===== src/verilog/sr_ctrl_pkg.sv =====
// Constants for the volt-second rectifier on-time controller.
// Assumes a 100 MHz system clock; voltages arrive as unsigned ADC codes.
`default_nettype none
package sr_ctrl_pkg;
    localparam int CLK_MHZ = 100;
    localparam int ADC_W = 10;
    localparam int RAMP_W = 24;
    // Times in ns
    localparam int SAMPLE_NS = 100;
    localparam int MIN_ON_NS = 350;
    localparam int OFF_BLANK_NS = 4350;
    localparam int OVP_NS = 500;
    localparam int SAMPLE_CYC = (SAMPLE_NS * CLK_MHZ) / 1000;
    localparam int MIN_ON_CYC = (MIN_ON_NS * CLK_MHZ + 999) / 1000;
    localparam int OFF_BLANK_CYC = (OFF_BLANK_NS * CLK_MHZ + 999) / 1000;
    localparam int OVP_CYC = (OVP_NS * CLK_MHZ + 999) / 1000;
    // Blanking per blank_set_pin code step, in cycles, plus minimum
    localparam int BLANK_MIN_CYC = 20;
    localparam int BLANK_STEP_CYC = 12;
    // Threshold ratio 85 % as 109/128 ~ scaled: use 218/256
    localparam logic [8:0] TH_NUM = 9'h0da;
    // Gain ratio 4.15 in 1/256 units
    localparam logic [11:0] GAIN_RATIO_Q8 = 12'h426;
    // Saturation point of primary ramp: 0.16 V-us at 1 V full code ADC scale
    localparam logic [RAMP_W-1:0] RAMP_SAT = 24'h3fffff;
    localparam logic [ADC_W-1:0] OVP_LEVEL_RST = 10'h29a;
endpackage
`default_nettype wire


===== src/verilog/sr_cycle_timer.sv =====
// Loadable down-counter, busy while nonzero.
// Assumes start is a one-cycle pulse on the same clock.
`default_nettype none
module sr_cycle_timer #(
    parameter int W = 12
) (
    input wire logic clk,
    input wire logic rst_n,
    input wire logic start,
    input wire logic [W-1:0] load,
    input wire logic abort,
    output logic busy,
    output logic done
);
    logic [W-1:0] count;
    logic [W-1:0] next_count;
    logic next_done;

    always_comb begin
        next_count = count;
        next_done = 1'b0;
        if (abort) begin
            next_count = '0;
        end else if (start) begin
            next_count = load;
        end else if (count != '0) begin
            next_count = count - 1'b1;
            next_done = (count == {{(W-1){1'b0}}, 1'b1});
        end
    end

    always_ff @(posedge clk or negedge rst_n) begin
        if (!rst_n) begin
            count <= '0;
            done <= 1'b0;
        end else begin
            count <= next_count;
            done <= next_done;
        end
    end

    assign busy = (count != '0);
endmodule
`default_nettype wire


===== src/verilog/sr_on_time_ctrl.sv =====
// Volt-second synchronous rectifier gate controller.
// Assumes comparator inputs and ADC codes arrive asynchronously; the two sense
// codes and blank_set_pin are passed through two flip-flops, the level inputs are not.
`default_nettype none
module sr_on_time_ctrl #(
    parameter int ADC_W = sr_ctrl_pkg::ADC_W,
    parameter int RAMP_W = sr_ctrl_pkg::RAMP_W,
    parameter int OFF_BLANK_CYC = sr_ctrl_pkg::OFF_BLANK_CYC
) (
    input wire logic clk,
    input wire logic rst_n,
    input wire logic [ADC_W-1:0] primary_sense,
    input wire logic [ADC_W-1:0] output_sense,
    input wire logic [ADC_W-1:0] primary_enable_level,
    input wire logic [ADC_W-1:0] output_enable_level,
    input wire logic [ADC_W-1:0] overvoltage_level,
    input wire logic [ADC_W-1:0] zero_level,
    input wire logic [3:0] blank_set_pin,
    output logic sr_gate_drive,
    output logic fault,
    output logic [ADC_W-1:0] dynamic_threshold
);
    ////////////////////////////////////////////////////////////////////////
    // Input synchronisers
    logic [ADC_W-1:0] pri_s1, pri_s2, out_s1, out_s2;
    logic [3:0] blk_s1, blk_s2;

    always_ff @(posedge clk or negedge rst_n) begin
        if (!rst_n) begin
            pri_s1 <= '0;
            pri_s2 <= '0;
            out_s1 <= '0;
            out_s2 <= '0;
            blk_s1 <= '0;
            blk_s2 <= '0;
        end else begin
            pri_s1 <= primary_sense;
            pri_s2 <= pri_s1;
            out_s1 <= output_sense;
            out_s2 <= out_s1;
            blk_s1 <= blank_set_pin;
            blk_s2 <= blk_s1;
        end
    end

    ////////////////////////////////////////////////////////////////////////
    // Threshold comparison and edges
    logic above, above_d, rise, fall, near_zero, out_ok;
    assign above = (pri_s2 > primary_enable_level) && (pri_s2 > dynamic_threshold);
    assign near_zero = (pri_s2 <= zero_level);
    assign out_ok = (out_s2 >= output_enable_level);
    assign rise = above && !above_d;
    assign fall = !above && above_d;

    ////////////////////////////////////////////////////////////////////////
    // Cycle state machine
    typedef enum logic [2:0] {IDLE, BLANK, HIGH, WAIT_ZERO, ON, HOLD} state_t;
    state_t state, next_state;

    localparam int CW = 13;
    logic [CW-1:0] blank_cnt, next_blank_cnt;
    logic [7:0] spl_cnt, next_spl_cnt;
    logic [7:0] ovp_cnt, next_ovp_cnt;
    logic [7:0] on_cnt, next_on_cnt;
    logic qualified, next_qualified;
    logic next_fault, next_gate;
    logic [ADC_W-1:0] next_threshold;
    logic [ADC_W+8:0] th_prod;
    logic [RAMP_W-1:0] pri_ramp, next_pri_ramp, out_ramp, next_out_ramp;
    logic [RAMP_W:0] pri_sum, out_sum;
    logic [ADC_W+11:0] out_inc;
    logic off_busy, off_start;
    logic [CW-1:0] blank_len;

    // Blanking set by the external code; short pin gives minimum
    assign blank_len = CW'(sr_ctrl_pkg::BLANK_MIN_CYC
                       + sr_ctrl_pkg::BLANK_STEP_CYC * int'(blk_s2));
    assign th_prod = pri_s2 * sr_ctrl_pkg::TH_NUM;
    // Output ramp scaled down so primary gain is ratio times larger
    // Widened before the shift so large output codes do not wrap
    assign out_inc = (ADC_W+12)'({6'h00, out_s2, 16'h0000}
                     / sr_ctrl_pkg::GAIN_RATIO_Q8);
    assign pri_sum = {1'b0, pri_ramp} + {{(RAMP_W-ADC_W-7){1'b0}}, pri_s2, 8'h00};
    assign out_sum = {1'b0, out_ramp} + (RAMP_W+1)'(out_inc);

    always_comb begin
        next_state = state;
        next_blank_cnt = blank_cnt;
        next_spl_cnt = spl_cnt;
        next_ovp_cnt = ovp_cnt;
        next_on_cnt = on_cnt;
        next_qualified = qualified;
        next_fault = fault;
        next_gate = sr_gate_drive;
        next_threshold = dynamic_threshold;
        next_pri_ramp = pri_ramp;
        next_out_ramp = out_ramp;
        off_start = 1'b0;
        // Overvoltage watch runs every cycle
        if (pri_s2 > overvoltage_level) begin
            if (ovp_cnt < 8'(sr_ctrl_pkg::OVP_CYC)) begin
                next_ovp_cnt = ovp_cnt + 8'h01;
            end else begin
                next_fault = 1'b1;
            end
        end else begin
            next_ovp_cnt = '0;
        end
        // Sample window after blanking
        if (spl_cnt != '0) begin
            next_spl_cnt = spl_cnt - 8'h01;
            if (spl_cnt == 8'h01) begin
                next_threshold = ADC_W'(th_prod >> 8);
            end
        end
        // Ramps run from rise, primary holds after fall
        if (state == BLANK || state == HIGH) begin
            next_pri_ramp = pri_sum[RAMP_W] || pri_sum[RAMP_W-1:0] > sr_ctrl_pkg::RAMP_SAT
                ? sr_ctrl_pkg::RAMP_SAT : pri_sum[RAMP_W-1:0];
        end
        if (state != IDLE) begin
            next_out_ramp = out_sum[RAMP_W] ? '1 : out_sum[RAMP_W-1:0];
        end
        case (state)
            IDLE: begin
            end
            BLANK: begin
                if (!above) begin
                    next_state = IDLE;
                end else if (blank_cnt <= CW'(1)) begin
                    next_qualified = 1'b1;
                    next_spl_cnt = 8'(sr_ctrl_pkg::SAMPLE_CYC);
                    next_state = HIGH;
                end else begin
                    next_blank_cnt = blank_cnt - CW'(1);
                end
            end
            HIGH: begin
                if (fall) begin
                    next_state = WAIT_ZERO;
                end
            end
            WAIT_ZERO: begin
                if (near_zero) begin
                    if (qualified && !next_fault && !off_busy && out_ok) begin
                        next_gate = 1'b1;
                        next_on_cnt = 8'(sr_ctrl_pkg::MIN_ON_CYC);
                        next_state = ON;
                    end else begin
                        next_state = HOLD;
                    end
                end
            end
            ON: begin
                if (on_cnt != '0) begin
                    next_on_cnt = on_cnt - 8'h01;
                end
                // Enable loss and fault override the minimum on time
                if ((on_cnt == '0 && out_ramp >= pri_ramp) || !out_ok || next_fault) begin
                    next_gate = 1'b0;
                    off_start = 1'b1;
                    next_state = HOLD;
                end
            end
            HOLD: begin
            end
            default: next_state = IDLE;
        endcase
        // A new qualifying rise restarts the cycle from any state except BLANK and HIGH
        if (rise && state != BLANK && state != HIGH) begin
            if (sr_gate_drive) begin
                off_start = 1'b1;
            end
            next_gate = 1'b0;
            next_state = BLANK;
            next_blank_cnt = blank_len;
            next_pri_ramp = '0;
            next_out_ramp = '0;
            next_qualified = 1'b0;
            next_fault = 1'b0;
        end
    end

    always_ff @(posedge clk or negedge rst_n) begin
        if (!rst_n) begin
            state <= IDLE;
            blank_cnt <= '0;
            spl_cnt <= '0;
            ovp_cnt <= '0;
            on_cnt <= '0;
            qualified <= 1'b0;
            fault <= 1'b0;
            sr_gate_drive <= 1'b0;
            dynamic_threshold <= '0;
            pri_ramp <= '0;
            out_ramp <= '0;
            above_d <= 1'b0;
        end else begin
            state <= next_state;
            blank_cnt <= next_blank_cnt;
            spl_cnt <= next_spl_cnt;
            ovp_cnt <= next_ovp_cnt;
            on_cnt <= next_on_cnt;
            qualified <= next_qualified;
            fault <= next_fault;
            sr_gate_drive <= next_gate;
            dynamic_threshold <= next_threshold;
            pri_ramp <= next_pri_ramp;
            out_ramp <= next_out_ramp;
            above_d <= above;
        end
    end

    ////////////////////////////////////////////////////////////////////////
    // Off blanking timer
    sr_cycle_timer #(
        .W(CW)
    ) u_off_timer (
        .clk(clk),
        .rst_n(rst_n),
        .start(off_start),
        .load(CW'(OFF_BLANK_CYC)),
        .abort(1'b0),
        .busy(off_busy),
        .done()
    );
endmodule
`default_nettype wire

===== config.mk =====
export PLATFORM = sky130hd
export DESIGN_NAME = sr_on_time_ctrl
export DESIGN_NICKNAME = d
export VERILOG_FILES = /design/src/verilog/sr_ctrl_pkg.sv /design/src/verilog/sr_cycle_timer.sv /design/src/verilog/sr_on_time_ctrl.sv
export SDC_FILE = /design/constraint.sdc
export NUM_CORES = 1
export LEC_CHECK = 0
export ABC_AREA = 1
export BUFFER_PORTS_ARGS = -buffer_cell sky130_fd_sc_hd__buf_2
export CORE_MARGIN = 2
export CORE_UTILIZATION = 59
export CTS_BUF_LIST = sky130_fd_sc_hd__clkbuf_8
export CTS_CLUSTER_DIAMETER = 40
export DETAILED_ROUTE_END_ITERATION = 16
export GPL_TIMING_DRIVEN = 0
export PLACE_DENSITY_LB_ADDON = 0.12
export RECOVER_POWER = 25
export SETUP_SLACK_MARGIN = 0.02
export SLEW_MARGIN = 20
export SYNTH_ARGS = -nofsm -noshare
export SYNTH_HDL_FRONTEND = slang
export SYNTH_HIERARCHICAL = 1
export SYNTH_SLANG_ARGS = --single-unit

===== constraint.sdc =====
create_clock -name clk -period 15.9 [get_ports clk]
set_clock_uncertainty 0.15 [all_clocks]
set_input_delay 1.59 -clock clk [delete_from_list [all_inputs] [get_ports clk]]
set_output_delay 1.59 -clock clk [all_outputs]
set_load 0.1 [all_outputs]

# Yosys cells after proc, flatten, opt, wreduce, memory -nomap -nowiden
# Index checks and enable logic that the tools add are counted.
# word_totals
output_inout_bits	12
mem_count	0
wordCells	143
romBits	0
latchBits	0
regBits	163
ramBits	0
# op_classes
eq_ne	19
mul	2
muxes	46
n_reduce_logical	39
n_lt_le_gt_ge	9
div_mod_pow	1
bitwise	0
add_sub_neg	8
shift	0
# op_table
op	count
2-to-1 mux 24 bit	6
2-to-1 mux 13 bit	6
2-to-1 mux 8 bit	9
divider 26 x 11 -> 32 bit, second input constant	1
greater-than comparator 10 bit	3
subtractor 13 x 1 -> 13 bit, second input constant	2
adder 24 x 18 -> 25 bit	1
adder 24 x 22 -> 25 bit	1
greater-or-equal comparator 24 bit	1
greater-than comparator 24 x 22 -> 1 bit, second input constant	1
2-to-1 mux 3 bit	6
multiplier 10 x 7 -> 17 bit, second input constant	1
2-to-1 mux 1 bit	16
case mux 8 bit (2 select lines)	1
nonzero test 8 bit	2
subtractor 8 x 1 -> 8 bit, second input constant	2
case mux 3 bit (5 select lines)	1
nonzero test 2 bit	7
<= comparator 13 x 1 -> 1 bit, second input constant	1
nonzero test 13 bit	1
greater-or-equal comparator 10 bit	1
<= comparator 10 bit	1
adder 5 x 8 -> 9 bit, first input constant	1
logical AND 1 bit	9
24 further kinds	43

# Depth between registers and ports, before layout
# depth
ltp_word	11
mapped_depth	150

# Modules after synthesis
# Netlist, hierarchy kept.
# by_module_without_submodules
mod	cells_each	instances	area_per_inst_um2
sr_on_time_ctrl	2959	1	18828.1
sr_cycle_timer	139	1	1048.5

# Least setup slack after synthesis
# Ideal clock, no wire load.
# synth_path
path_type	reg2reg
from	register out_s2[0]
to	register out_ramp[23]
slack_ns	0.675
n_path_buf	8
t_required_ns	15.667
path_stages_with_launch	137
arrival_time_ns	14.992
cell_sequence	dfrtp_1 -> ha_1 -> inv_1 -> nor3_1 -> nand3_2 -> nand3_1 -> nand2_1 -> ha_1 -> nand3b_1 -> nand2_1 -> inv_1 -> a21oi_1 -> nor2_1 -> nand2_1 -> nand2_1 -> nor2_2 -> nand2_2 -> buf_6 -> [101 not listed] -> o21ai_0 -> a31oi_1 -> inv_1 -> nand2_1 -> inv_1 -> o21ai_0 -> nand2_1 -> nand2_1 -> nand2_1 -> a21oi_1 -> o21ai_0 -> inv_1 -> nor2_1 -> nand3_1 -> nor2_1 -> clkbuf_1 -> nor2_1 -> o21ai_0
# synth_via
elab_chain_len	5
# synth_lines
element	line	rtl
start: declaration	sr_on_time_ctrl.sv:25	logic [ADC_W-1:0] pri_s1, pri_s2, out_s1, out_s2;
start signal: assignment	sr_on_time_ctrl.sv:40	out_s2 <= out_s1;
divider 26 x 11 -> 32 bit	sr_on_time_ctrl.sv:82	/ sr_ctrl_pkg::GAIN_RATIO_Q8);
adder 24 x 22 -> 25 bit	sr_on_time_ctrl.sv:84	assign out_sum = {1'b0, out_ramp} + (RAMP_W+1)'(out_inc);
2-to-1 mux 24 bit	sr_on_time_ctrl.sv:122	next_out_ramp = out_sum[RAMP_W] ? '1 : out_sum[RAMP_W-1:0];
2-to-1 mux 24 bit	sr_on_time_ctrl.sv:121	if (state != IDLE) begin
2-to-1 mux 24 bit	sr_on_time_ctrl.sv:170	if (rise && state != BLANK && state != HIGH) begin
end signal: assignment	sr_on_time_ctrl.sv:209	out_ramp <= next_out_ramp;
end: declaration	sr_on_time_ctrl.sv:69	logic [RAMP_W-1:0] pri_ramp, next_pri_ramp, out_ramp, next_out_ramp;
# Every way passes these cells. The select of a mux whose other input is x is not followed.
# A chain may end at the register's enable or synchronous reset.

# Worst setup path after layout
# layout_path
from	register out_s2[2]
to	register out_ramp[21]
# The elaborated chain is that of the path after synthesis.

==> results.txt <==
----------------------------------------------------
[Status]
  Run status ... finished, violations left
  Violated checks ... capacitance limit, slew limit, setup timing

[Final layout]
  Area growth from synthesis to layout ... 35.3%
  Post-Layout Cell Count ... 3,992
  Post-layout nets ... 3,786
  Finished Core Util ... 80.6%
  Count of antenna diodes in the layout ... 0
  Share of cells above drive strength 1 ... 32.5%

[Critical path]
  Critical Setup Path Class ... flip-flop to flip-flop
  Number of buffer and inverter stages on the critical path ... 19
  Crit-path max cell delay ... 0.44 ns
  Most common cell on crit path ... sky130_fd_sc_hd__nand2_1
  Capture instance of the worst register-to-register path ... out_ramp[21]$_DFFE_PN0P_
  Register-to-Register Path Depth ... 130
  CP max FO ... 10
  Setup slack, reg-to-reg ... -1.78 ns
  Worst setup path startpoint ... out_s2[2]$_DFF_PN0_
  Worst path required time ... 16.11 ns
  Launch instance of the worst register-to-register path ... out_s2[2]$_DFF_PN0_
  Crit-path slowest cell ... sky130_fd_sc_hd__dfrtp_2
  Arrival time at the worst endpoint ... 17.90 ns
  Category of cells accounting for the largest share of critical-path delay ... simple AND/OR/NAND/NOR gates
  Critical Path Source Type ... flip-flop
  Crit end category ... flip-flop

[Placement]
  Routability-driven placement congestion ratio ... 0.927
  Count of input and output buffers ... 77
  DPL Wire Length ... 39,400 um
  Number of placed instances, taps included ... 3,632

[Floorplanning]
  Core box area ... 0.0333 mm2
  Overall die area ... 0.0351 mm2
  Initial core utilization ... 59.6%
  Number of top-level design ports ... 78
  Die height ... 187 um
  Number of cell rows ... 67
  Die X-Extent ... 187 um

[Global route]
  Largest net degree at the start of global routing ... 94
  Vias in the first global route ... 20,400
  Remaining global-route overflow ... 0
  Overall Global Routing Usage ... 31.4%
  Initial antenna violation count ... 0
  Global-route wire length before repair ... 93,300 um

[Drt]
  Average wire length per cell after detail routing ... 17.5 um
  # DRC ... 0
  Detailed-router iteration count before antenna repair ... 7
  Final WL ... 69,900 um
  DRT iter0 DRCs ... 2,606
  Antenna-violating nets left ... 0
  Post-DR vias/cell ... 6.00
  Via count ... 24,000

[Worst hold path]
  Endpoint of the worst hold-timing path ... pri_s2[8]$_DFF_PN0_
  Cell count of the worst hold path ... 0
  Class of the worst hold path ... flip-flop to flip-flop
  Worst hold start ... pri_s1[8]$_DFF_PN0_

[Timing]
  Final critical delay including setup and external delays ... 17.68 ns
  Slew Limit Headroom ... -240%
  Final count of pins violating max slew ... 94
  Min Hold Slack ... 0.207 ns
  RSZ-0062 raised after global routing ... yes
  Share of the cycle needed by the critical path after routing ... 111%
  Peak clock frequency supported by timing ... 56.5 MHz
  Worst setup slack after layout ... -1.78 ns
  Slew at the pin closest to its max-slew limit ... 5.10 ns
  Final count of hold timing violations ... 0
  Final setup violation count ... 24

[Clock network]
  Total number of H-tree levels ... 4
  TritonCTS clock tree ... built
  Number of buffers inserted during clock tree synthesis ... 17
  Deepest clock path buffer count ... 2
  Clk_lat worst skew ... 0.50 ns
  Clk slew on worst S/H paths ... 0.11 ns
  Master cell of the clock root buffer ... sky130_fd_sc_hd__clkbuf_8
  Number of sinks driven by the clock tree ... 156

[Job]
  Max-cap violation count ... 1

[Logic synthesis]
  Cells after synthesis ... 3,094
  Post-Syn Area ... 0.0198 mm2
  Warning count from the yosys run ... 6
  Mean instance size in the synthesized netlist ... 6.41 um2

----------------------------------------------------
-- how the worst max path moves through the flow --
| stage | cells past startpoint | slack (ns) | to |
|---|---|---|---|
| floorplan | 136 | 0.68 | out_ramp[23]$_DFFE_PN0P_ |
| global placement | 131 | -2.76 | out_ramp[23]$_DFFE_PN0P_ |
| detailed placement | 131 | -3.10 | out_ramp[23]$_DFFE_PN0P_ |
| CTS | 141 | 0.04 | out_ramp[21]$_DFFE_PN0P_ |
| global route | 132 | -2.56 | out_ramp[23]$_DFFE_PN0P_ |
| finish | 130 | -1.78 | out_ramp[21]$_DFFE_PN0P_ |
-- sequential cells by signal, indices dropped and copies added, names as in the netlist, 10 cells and up --
name and count:
blank_cnt 13, dynamic_threshold 10, out_ramp 24, out_s1 10
out_s2 10, pri_ramp 17, pri_s1 10, pri_s2 10
u_off_timer/count 13
-- layout make-up --
class / instances / area [um2]
clock buffer: 17 / 234
inverter: 488 / 1880
clock inverter: 15 / 188
tap: 448 / 561
buffer: 42 / 450
multi-input combinational: 2424 / 16400
fill: 2126 / 6460
timing repair buffer: 402 / 3200
sequential: 156 / 3910
-- per-layer routing --
layer,share of wire (%),vias to the layer above,track usage [%],wire [um]
met5,0,-,0,0
met4,6.6,0,8.61,4620
met3,8.8,560,3.41,6180
met2,47,1520,54.2,32700
met1,38,11000,41.7,26400
li1,-,10900,-,-
-- what timing repair did --
| item | in CTS | in global routing |
|---|---|---|
| hold buffers | 0 | 0 |
| setup buffers | 164 | 149 |
| pin swaps | 140 | 199 |
| gates resized for setup | 298 | 447 |
| endpoints found under the setup margin | 24 | 24 |
| gates cloned | 14 | 2 |
-- cell usage in the layout, fill, tap and decap left out, types with 20 or more instances in the layout --
cell type	count
sky130_fd_sc_hd__a21oi_1	86
sky130_fd_sc_hd__buf_2	77
sky130_fd_sc_hd__buf_4	283
sky130_fd_sc_hd__buf_6	34
sky130_fd_sc_hd__dfrtp_1	153
sky130_fd_sc_hd__fa_1	20
sky130_fd_sc_hd__ha_1	158
sky130_fd_sc_hd__inv_1	427
sky130_fd_sc_hd__inv_2	41
sky130_fd_sc_hd__nand2_1	662
sky130_fd_sc_hd__nand2_2	175
sky130_fd_sc_hd__nand2_4	105
sky130_fd_sc_hd__nand3_1	269
sky130_fd_sc_hd__nand3_2	83
sky130_fd_sc_hd__nand3_4	45
sky130_fd_sc_hd__nand4_1	78
sky130_fd_sc_hd__nor2_1	221
sky130_fd_sc_hd__nor2_2	38
sky130_fd_sc_hd__nor2_4	56
sky130_fd_sc_hd__nor3_1	24
sky130_fd_sc_hd__o21ai_0	56
sky130_fd_sc_hd__o21ai_1	23
sky130_fd_sc_hd__xor2_1	56
-- metrics by stage --
stage	worst slack, ns	TNS [ns]	instance area, um2
2_1_floorplan	0.675	0	19900
3_3_place_gp	-2.76	-62.67	20800
3_5_place_dp	-3.10	-70.76	20900
4_1_cts	0.0369	0	23900
5_1_grt	-2.56	-57.48	26800
6_report	-1.78	-41.02	26800
-- worst reg2reg max path, delay by kind of cell (launching register included) --
family,cells,cell delay (ns)
flip-flops,1,0.44
buffers and inverters,19,2.51
adder cells (fa/ha/maj),2,0.32
AO/OA/AOI/OAI,11,1.76
AND/OR/NAND/NOR,98,12.36
Power is not shown: default switching activity piles up to over one toggle a cycle in this logic, so the estimate is an artifact.
